<file path="config.mk">
export PLATFORM = sky130hd
export DESIGN_NAME = ssp_i2c_core
export DESIGN_NICKNAME = d
export VERILOG_FILES = /design/src/rtl/ssp_pkg.sv /design/src/rtl/ssp_i2c_core.sv
export SDC_FILE = /design/constraint.sdc
export NUM_CORES = 1
export LEC_CHECK = 0
export BUFFER_PORTS_ARGS = -buffer_cell sky130_fd_sc_hd__buf_2
export CORE_UTILIZATION = 45
export DETAILED_ROUTE_END_ITERATION = 10
export GPL_ROUTABILITY_DRIVEN = 0
export GPL_TIMING_DRIVEN = 0
export SETUP_SLACK_MARGIN = 0.02
export SYNTH_ARGS = -nofsm -noshare
export SYNTH_HDL_FRONTEND = slang
export SYNTH_SLANG_ARGS = --single-unit
</file>
<file path="constraint.sdc">
create_clock -name mclk -period 5.3 [get_ports mclk]
set_clock_uncertainty 0.05 [all_clocks]
set_input_delay 0.265 -clock mclk [delete_from_list [all_inputs] [get_ports mclk]]
set_output_delay 0.265 -clock mclk [all_outputs]
set_load 0.005 [all_outputs]
</file>
<file path="src/rtl/ssp_pkg.sv">
/*
  ssp_pkg: register indices, field positions, reset values and mode codes
  for the two-wire serial port block.
  assumes a byte-wide register port with one-cycle read latency.
*/
package ssp_pkg;
  localparam logic [7:0] ADDR_INTCTL  = 8'h0b;
  localparam logic [7:0] ADDR_PFLAG   = 8'h0c;
  localparam logic [7:0] ADDR_SBUF    = 8'h13;
  localparam logic [7:0] ADDR_SCTL    = 8'h14;
  localparam logic [7:0] ADDR_PCDIR   = 8'h87;
  localparam logic [7:0] ADDR_PEN     = 8'h8c;
  localparam logic [7:0] ADDR_SADDR   = 8'h93;
  localparam logic [7:0] ADDR_SSTAT   = 8'h94;

  localparam logic [7:0] RST_ZERO     = 8'h00;
  localparam logic [7:0] RST_PCDIR    = 8'hff;

  localparam int BIT_SIF   = 3;
  localparam int BIT_WRITE_COLLISION_BIT  = 7;
  localparam int BIT_OV    = 6;
  localparam int BIT_EN    = 5;
  localparam int BIT_CKR   = 4;
  localparam int BIT_STOP  = 4;
  localparam int BIT_START = 3;
  localparam int BIT_RW    = 2;
  localparam int BIT_BF    = 0;
  localparam int BIT_DA    = 5;
  localparam int BIT_SDADIR = 4;
  localparam int BIT_SCLDIR = 3;
  localparam int BIT_PEIE   = 6;
  localparam int BIT_GIE    = 7;

  localparam logic [3:0] MODE_SLV7     = 4'h6;
  localparam logic [3:0] MODE_SLV10    = 4'h7;
  localparam logic [3:0] MODE_SLV7_SE  = 4'he;
  localparam logic [3:0] MODE_SLV10_SE = 4'hf;
  localparam logic [3:0] MODE_MIDLE    = 4'hb;

  localparam logic [3:0] BITS_LAST = 4'h7;
  localparam logic [3:0] BITS_ACK  = 4'h8;

  typedef struct packed {
    logic [7:0] addr;
    logic [7:0] wdata;
    logic       wr;
    logic       rd;
  } ssp_req_t;

  typedef struct packed {
    logic sclIn;
    logic sdaIn;
  } ssp_pins_t;

  typedef enum logic [2:0] {S_IDLE, S_ADDR, S_ACKA, S_HOLD, S_TX, S_ACKT, S_RX, S_ACKR} ssp_state_t;
endpackage

</file>
<file path="src/rtl/ssp_i2c_core.sv">
/*
  ssp_i2c_core: two-wire serial port, slave transmitter plus the flags that
  firmware-driven master and multi-master operation rely on.
  assumes: pins are open drain, outside logic resolves the wire from the
  enables; scl/sda arrive asynchronously and are sampled on mclk.
*/
// Strobed register access was left to the implementer.
`timescale 1ns/1ps
module ssp_i2c_core
  import ssp_pkg::*;
(
  input  wire logic                 mclk,
  input  wire logic                 rstn,
  input  wire ssp_pkg::ssp_req_t    req,
  output logic [7:0]                rdData,
  input  wire ssp_pkg::ssp_pins_t   pins,
  output logic                      sclOut,
  output logic                      sclOe,
  output logic                      sdaOut,
  output logic                      sdaOe,
  output logic                      irq
);
  import ssp_pkg::*;

  logic [7:0] intCtl_r, pFlag_r, sBuf_r, sCtl_r, pcDir_r, pEn_r, sAddr_r, sStat_r;
  logic [7:0] shift_r;
  logic [3:0] bitCnt_r;
  logic       stretch_r;
  logic       sdaDrv_r;
  ssp_state_t state_r;
  logic [2:0] sclSync_r, sdaSync_r;
  logic       scl_r, sda_r;

  function automatic logic slaveMode(input logic [3:0] m);
    return (m == MODE_SLV7) || (m == MODE_SLV10) || (m == MODE_SLV7_SE) || (m == MODE_SLV10_SE);
  endfunction

  function automatic logic isWr(input ssp_req_t r, input logic [7:0] a);
    return r.wr && (r.addr == a);
  endfunction

  // three-stage sampling, accept a level when the last two agree
  always_ff @(posedge mclk) begin
    if (!rstn) begin
      sclSync_r <= 3'h7;
      sdaSync_r <= 3'h7;
      scl_r     <= 1'b1;
      sda_r     <= 1'b1;
    end else begin
      sclSync_r <= {sclSync_r[1:0], pins.sclIn};
      sdaSync_r <= {sdaSync_r[1:0], pins.sdaIn};
      if (sclSync_r[2] == sclSync_r[1]) scl_r <= sclSync_r[2];
      if (sdaSync_r[2] == sdaSync_r[1]) sda_r <= sdaSync_r[2];
    end
  end

  logic sclNew, sdaNew, sclRise, sclFall, startDet, stopDet, enabled, slaveOn;
  assign sclNew   = (sclSync_r[2] == sclSync_r[1]) ? sclSync_r[2] : scl_r;
  assign sdaNew   = (sdaSync_r[2] == sdaSync_r[1]) ? sdaSync_r[2] : sda_r;
  assign sclRise  = !scl_r && sclNew;
  assign sclFall  = scl_r && !sclNew;
  assign startDet = scl_r && sclNew && sda_r && !sdaNew;
  assign stopDet  = scl_r && sclNew && !sda_r && sdaNew;
  assign enabled  = sCtl_r[BIT_EN];
  assign slaveOn  = enabled && slaveMode(sCtl_r[3:0]);

  logic bufWr, ckrSet, byteDone, addrMatch, nackEnd;
  assign bufWr     = isWr(req, ADDR_SBUF);
  assign addrMatch = (shift_r[7:1] == sAddr_r[7:1]);
  assign byteDone  = sclFall && (bitCnt_r == BITS_ACK)
                     && (state_r == S_ACKA || state_r == S_ACKT || state_r == S_ACKR);
  assign nackEnd   = (state_r == S_ACKT) && sclRise && sdaNew;
  assign ckrSet    = isWr(req, ADDR_SCTL) && req.wdata[BIT_CKR];

  // slave sequencer
  always_ff @(posedge mclk) begin
    if (!rstn || !slaveOn) begin
      state_r  <= S_IDLE;
      bitCnt_r <= 4'h0;
      sdaDrv_r <= 1'b0;
    end else if (startDet) begin
      state_r  <= S_ADDR;
      bitCnt_r <= 4'h0;
      sdaDrv_r <= 1'b0;
    end else if (stopDet) begin
      state_r  <= S_IDLE;
      sdaDrv_r <= 1'b0;
    end else begin
      unique case (state_r)
        S_IDLE: ;
        S_ADDR, S_RX: begin
          if (sclRise) bitCnt_r <= bitCnt_r + 4'h1;
          if (sclFall && bitCnt_r == BITS_ACK) begin
            if (state_r == S_RX || addrMatch) begin
              sdaDrv_r <= 1'b1;
              state_r  <= (state_r == S_RX) ? S_ACKR : S_ACKA;
            end else begin
              state_r <= S_IDLE;
            end
          end
        end
        S_ACKA, S_ACKR: begin
          if (sclFall) begin
            sdaDrv_r <= 1'b0;
            bitCnt_r <= 4'h0;
            state_r  <= (state_r == S_ACKA && shift_r[0]) ? S_HOLD : S_RX;
          end
        end
        S_HOLD: begin
          sdaDrv_r <= !shift_r[7];
          if (!stretch_r) state_r <= S_TX;
        end
        S_TX: begin
          if (sclRise) bitCnt_r <= bitCnt_r + 4'h1;
          if (sclFall) begin
            if (bitCnt_r == BITS_ACK) begin
              sdaDrv_r <= 1'b0;
              state_r  <= S_ACKT;
            end else begin
              // shift_r advances in this same edge, so the next bit is [6]
              sdaDrv_r <= !shift_r[6];
            end
          end
        end
        S_ACKT: begin
          if (nackEnd) begin
            state_r <= S_IDLE;
          end else if (sclFall) begin
            bitCnt_r <= 4'h0;
            state_r  <= S_HOLD;
          end
        end
      endcase
    end
  end

  // shift register: receive on rising, advance transmit on falling
  always_ff @(posedge mclk) begin
    if (!rstn) begin
      shift_r <= RST_ZERO;
    end else if (bufWr) begin
      shift_r <= req.wdata;
    end else if ((state_r == S_ADDR || state_r == S_RX) && sclRise && bitCnt_r <= BITS_LAST) begin
      shift_r <= {shift_r[6:0], sdaNew};
    end else if (state_r == S_TX && sclFall && bitCnt_r != BITS_ACK && bitCnt_r != 4'h0) begin
      shift_r <= {shift_r[6:0], 1'b1};
    end
  end

  // buffer register: address byte on any address match (read or write), received byte in S_RX
  always_ff @(posedge mclk) begin
    if (!rstn) begin
      sBuf_r <= RST_ZERO;
    end else if (bufWr) begin
      sBuf_r <= req.wdata;
    end else if (sclFall && bitCnt_r == BITS_ACK && (state_r == S_RX ||
                 (state_r == S_ADDR && addrMatch))) begin
      sBuf_r <= shift_r;
    end
  end

  // clock stretching: only software releases it
  always_ff @(posedge mclk) begin
    if (!rstn || !slaveOn) begin
      stretch_r <= 1'b0;
    end else if (ckrSet) begin
      stretch_r <= 1'b0;
    end else if (sclFall && ((state_r == S_ACKA && shift_r[0]) || (state_r == S_ACKT && !nackEnd))) begin
      stretch_r <= 1'b1;
    end
  end

  // control register
  always_ff @(posedge mclk) begin
    if (!rstn) begin
      sCtl_r <= RST_ZERO;
    end else if (isWr(req, ADDR_SCTL)) begin
      sCtl_r <= req.wdata;
    end else if (sclFall && stretch_r == 1'b0 && state_r == S_ACKA && shift_r[0]) begin
      sCtl_r[BIT_CKR] <= 1'b0;
    end
  end

  // status register
  always_ff @(posedge mclk) begin
    if (!rstn || !enabled) begin
      sStat_r <= RST_ZERO;
    end else begin
      if (startDet) begin
        sStat_r[BIT_START] <= 1'b1;
        sStat_r[BIT_STOP]  <= 1'b0;
      end
      if (stopDet) begin
        sStat_r[BIT_STOP]  <= 1'b1;
        sStat_r[BIT_START] <= 1'b0;
      end
      if (sclFall && bitCnt_r == BITS_ACK && state_r == S_ADDR && addrMatch) begin
        sStat_r[BIT_RW] <= shift_r[0];
        sStat_r[BIT_DA] <= 1'b0;
      end
      if (nackEnd) begin
        sStat_r[BIT_RW] <= 1'b0;
        sStat_r[BIT_DA] <= 1'b0;
        sStat_r[BIT_BF] <= 1'b0;
      end
    end
  end

  // interrupt flag: hardware set beats software clear
  logic flagSet;
  assign flagSet = enabled && (startDet || stopDet || byteDone);
  always_ff @(posedge mclk) begin
    if (!rstn) begin
      pFlag_r <= RST_ZERO;
    end else begin
      if (isWr(req, ADDR_PFLAG)) pFlag_r <= req.wdata;
      if (flagSet) pFlag_r[BIT_SIF] <= 1'b1;
    end
  end

  // plain software registers
  always_ff @(posedge mclk) begin
    if (!rstn) begin
      intCtl_r <= RST_ZERO;
      pcDir_r  <= RST_PCDIR;
      pEn_r    <= RST_ZERO;
      sAddr_r  <= RST_ZERO;
    end else begin
      if (isWr(req, ADDR_INTCTL)) intCtl_r <= req.wdata;
      if (isWr(req, ADDR_PCDIR))  pcDir_r  <= req.wdata;
      if (isWr(req, ADDR_PEN))    pEn_r    <= req.wdata;
      if (isWr(req, ADDR_SADDR))  sAddr_r  <= req.wdata;
    end
  end

  // read port, one cycle latency, unmapped reads zero
  always_ff @(posedge mclk) begin
    if (!rstn) begin
      rdData <= RST_ZERO;
    end else if (req.rd) begin
      unique case (req.addr)
        ADDR_INTCTL: rdData <= intCtl_r;
        ADDR_PFLAG:  rdData <= pFlag_r;
        ADDR_SBUF:   rdData <= sBuf_r;
        ADDR_SCTL:   rdData <= sCtl_r;
        ADDR_PCDIR:  rdData <= pcDir_r;
        ADDR_PEN:    rdData <= pEn_r;
        ADDR_SADDR:  rdData <= sAddr_r;
        ADDR_SSTAT:  rdData <= sStat_r;
        default:     rdData <= RST_ZERO;
      endcase
    end else begin
      rdData <= RST_ZERO;
    end
  end

  // open-drain pins: firmware direction bits plus slave drive, always low
  assign sclOut = 1'b0;
  assign sdaOut = 1'b0;
  assign sclOe  = enabled && (!pcDir_r[BIT_SCLDIR] || stretch_r);
  assign sdaOe  = enabled && (!pcDir_r[BIT_SDADIR] || sdaDrv_r);
  assign irq    = pFlag_r[BIT_SIF] && pEn_r[BIT_SIF] && intCtl_r[BIT_PEIE] && intCtl_r[BIT_GIE];

  a_flag_on_byte: assert property (@(posedge mclk) disable iff (!rstn)
    byteDone |=> pFlag_r[BIT_SIF]) else $error("flag missing after byte");
  a_stop_bit_set: assert property (@(posedge mclk) disable iff (!rstn)
    (stopDet && enabled) |=> sStat_r[BIT_STOP]) else $error("stop bit not set");
  a_start_bit_set: assert property (@(posedge mclk) disable iff (!rstn)
    (startDet && enabled) |=> sStat_r[BIT_START] && !sStat_r[BIT_STOP]) else $error("start bit wrong");
  a_disable_clears: assert property (@(posedge mclk) disable iff (!rstn)
    !enabled |=> !sStat_r[BIT_START] && !sStat_r[BIT_STOP]) else $error("flags kept while off");
  a_stretch_holds: assert property (@(posedge mclk) disable iff (!rstn)
    (stretch_r && !ckrSet && slaveOn) |=> stretch_r) else $error("clock released alone");
  a_stretch_drives: assert property (@(posedge mclk) disable iff (!rstn)
    stretch_r && enabled |-> sclOe && !sclOut) else $error("stretched clock not driven");
  a_nack_idle: assert property (@(posedge mclk) disable iff (!rstn)
    (nackEnd && !startDet && !stopDet && slaveOn) |=> state_r == S_IDLE && !sStat_r[BIT_RW]) else $error("nack not ending");
  a_buf_loads_shift: assert property (@(posedge mclk) disable iff (!rstn)
    bufWr |=> shift_r == $past(req.wdata)) else $error("shift not loaded");
  a_pins_low: assert property (@(posedge mclk) disable iff (!rstn)
    enabled && !pcDir_r[BIT_SDADIR] |-> sdaOe && !sdaOut) else $error("sda not low");

  c_read_match: cover property (@(posedge mclk) state_r == S_ACKA ##1 state_r == S_HOLD);
  c_nack_end:   cover property (@(posedge mclk) nackEnd);
  c_stop_seen:  cover property (@(posedge mclk) stopDet && enabled);
endmodule

</file>
==> flow_summary_export.csv <==
group,metric,value,unit
status,status,"finished clean",
yosys,synth_area,4469,sq um
sta,fmax,442.2,MHz
sta,tns,0,ps
global_route,grt_overflow,0,
die,rows,36,
sta,post-route-period-util,42.67,%
drt,wire_per_inst,18.34,um
place,dp_hpwl,9494,um
sta,slew_headroom,29.55,%
drt,drt-vias-per-instance,5.787,
finish,fillers,977,
worst_setup_path,worstPathRequired,5550,ps
die,die-area,10330,sq um
finish,nets,605,
global_route,grt_pass1_vias,3965,
clocking,cts_buffers,9,
worst_setup_path,end_kind,"flop",
power_and_ir_drop,p_int,0.8851,mW
power_and_ir_drop,power_density,240.1,nW/um^2
power_and_ir_drop,irDropWorstVdd,0.1458,mV
die,fp.dieH,101.7,um
yosys,seq_area_frac_synth,41.21,%
flow_run,maxCapViolCount,0,
worst_setup_path,critPathKind,"flop to flop",
drt,antenna_left,0,
sta,final-max-slew-violation-count,0,
finish,drive_gt1_share,11.77,%
place,portBuffers,32,
worst_setup_path,reg2reg_to,"sBuf_r[0]",
yosys,synth_cell_types,73,
worst_setup_path,r2r_slack,3040,ps
yosys,syn_inst,537,
clocking,cts_max_level,3,
drt,drtIter0Drc,259,
yosys,synth_edf_count,0,
power_and_ir_drop,switching_share,25.87,%
power_and_ir_drop,power.share.sequential,58.2,%
clocking,clkTransAtPathRegs,100,ps
worst_setup_path,reg2regPathDepth,7,
die,start_util,46.15,%
clocking,insertion_delay,380,ps
drt,wirelength,13190,um
drt,dr.pass1.iters,5,
clocking,clock-sinks,92,
power_and_ir_drop,p_total,1.194,mW
power_and_ir_drop,comb_power_share,5.0,%
finish,regArea,1842,sq um
sta,worst_pin_slew,1040,ps
worst_setup_path,crit_path_start_kind,"flop",
drt,route.detailed.drc,0,
worst_setup_path,crit_path_end,"sBuf_r[0]",
sta,min_period,2262,ps
global_route,grt_pass1_wl,21150,um
clocking,post_cts_resize_count,0,
global_route,track_usage,27.56,%
sta,finalHoldViolations,0,
worst_setup_path,path_max_fanout,8,
power_and_ir_drop,p_clk_share,36.7,%
worst_setup_path,r2r-start,"bitCnt_r[0]",
clocking,hold_buffers,0,
die,die_x,101.7,um
yosys,synth_top_flop_cell,"dfxtp_1",
worst_setup_path,arrival,2510,ps
global_route,antenna_found_initial,0,
yosys,async_flop_share,0,%
clocking,clockBufferDepth,2,
clocking,cts-root-buf,"clkbuf_8",
global_route,grt_max_degree,17,
clocking,post_cts_buffers,0,
yosys,avgSynthCellArea,8.323,sq um
sta,setup_violations,0,
yosys,yosys_warnings,0,
finish,antenna_cells,0,
min_path,hp-class,"input pin to flop",
clocking,cts_tree,"built",
finish,syn2layout_area_growth,11.25,%
die,coreArea,9684,sq um
finish,finish.utilization,51.34,%
finish,multiInputGateArea,2441,sq um
sta,rsz0062_at_grt,"no",
power_and_ir_drop,leakagePower,1.655,nW
drt,vias,4161,
yosys,ys_ff_latch,92,
power_and_ir_drop,switching_power,0.3089,mW
worst_setup_path,crit_path_start,"bitCnt_r[0]",
die,num_io_pins,35,
-- power by group through the flow --
stage	registers, mW	clock network (mW)	logic [mW]
2_1_floorplan	0.711	0	0.0276
3_3_place_gp	0.711	0	0.0584
3_5_place_dp	0.712	0	0.0588
4_1_cts	0.696	0.447	0.0588
5_1_grt	0.696	0.471	0.0647
6_report	0.696	0.439	0.0599
-- state kept, by name (all words and copies together) (netlist names) --
register	flops
sCtl_r	8
sdaDrv_r	1
rdData	8
sda_r	1
sBuf_r	8
bitCnt_r	4
pFlag_r	8
stretch_r	1
pcDir_r	8
sdaSync_r	3
pEn_r	8
scl_r	1
intCtl_r	8
sStat_r	3
sAddr_r	8
sclSync_r	3
state_r	3
shift_r	8
-- per-layer routing --
| layer | track usage (%) | vias to the layer above | routed length, um |
|---|---|---|---|
| met4 | 11.82 | 0 | 364 |
| met1 | 38.28 | 1978 | 6124 |
| met2 | 43.24 | 127 | 5953 |
| li1 | - | 2024 | - |
| met5 | 0 | - | 0 |
| met3 | 3.106 | 32 | 742 |
-- cell usage in the layout (no fill, tap or decap), types with 4 or more instances in the layout --
cell type	synthesis	final
nand2_1	86	86
a21oi_1	26	26
nand3_1	43	43
nor2_1	30	30
nand2b_1	8	8
nand4_1	5	5
buf_2	5	37
a31oi_1	8	8
o21ai_0	16	16
clkbuf_1	21	21
a21boi_0	19	19
inv_1	15	15
xnor2_1	7	7
a21boi_1	23	23
a22oi_1	15	15
clkbuf_8	0	9
o211ai_1	4	4
nand3b_1	4	4
dfxtp_1	92	92
nor2b_1	4	4
a211oi_1	9	9
mux2i_1	14	14
nor3_1	12	12
-- layout make-up --
cell class                      count  share of cell area (%)
Buffer                             29                   2.617
Inverter                           16                   1.208
Tap cell                          133                   3.347
Sequential cell                    92                   37.04
Multi-Input combinational cell    401                   49.09
Clock inverter                      7                  0.9814
Clock buffer                        9                   2.491
Timing Repair Buffer               32                   3.221
-- metrics by stage --
stage	hold slack, ps	std cells	instance area [sq um]	setup slack, ps
floorplan	316.5	538	4473	3351
global placement	338.8	703	4800	2834
detailed placement	351.8	703	4800	2919
CTS	6.261	719	4972	3029
global route	26.67	719	4972	2881
finish	19.08	719	4972	3038
-- worst max-delay path, stage by stage, from the launching register on --
cell,delay [ps]
dfxtp_1,350
inv_1,80
ha_1,180
and3b_1,280
nand2_1,180
nor4_2,740
nor3_1,110
a211oi_1,230
-- cell usage after synthesis (all sizes together), types with 3 or more instances --
master	count	area, sq um
nand3	43	215.2
a221oi	4	41.29
or4b	3	30.03
nor3	12	60.06
a21oi	26	130.1
a31oi	8	50.05
clkbuf	21	78.83
nand2b	8	50.05
a211oi	9	67.56
and2	3	18.77
or3b	4	35.04
nor2	31	118.9
mux2i	14	140.1
nor3b	4	35.03
and3b	3	27.53
buf	8	51.29
a22oi	15	112.6
xnor2	7	61.31
nand3b	4	30.03
o211ai	4	30.03
nand2	86	322.8
a21boi	42	315.3
nor2b	4	25.02
inv	15	56.30
o21ai	18	90.09
nand4	5	31.28
dfxtp	92	1842
-- worst min-delay path by stage --
stage / depth (start not counted) / endpoint / slack (ps) / from
floorplan: 1 / sclSync_r[0] / 320 / pins[1]
finish: 2 / sdaSync_r[0] / 20 / pins[0]
global placement: 1 / sclSync_r[1] / 340 / sclSync_r[0]
detailed placement: 1 / sclSync_r[1] / 350 / sclSync_r[0]
global route: 2 / sdaSync_r[0] / 30 / pins[0]
CTS: 2 / sdaSync_r[0] / 6 / pins[0]
-- logic make-up (layout without fill, tap and decap cells) --
kind of cell | count (synthesis) | count (layout) | share of synthesized area (%)
and+or+nand+nor | 227 | 227 | 25.64
AOI/OAI and AO/OA | 148 | 148 | 23.52
DFF | 92 | 92 | 41.21
buffers and inverters | 45 | 93 | 4.255
muxes | 14 | 14 | 3.135
xor gates and xnor gates | 7 | 7 | 1.372
adders and majority gates | 3 | 3 | 0.7838
other | 1 | 2 | 0.08391
Note: power is estimated with default switching activity, not from simulation.
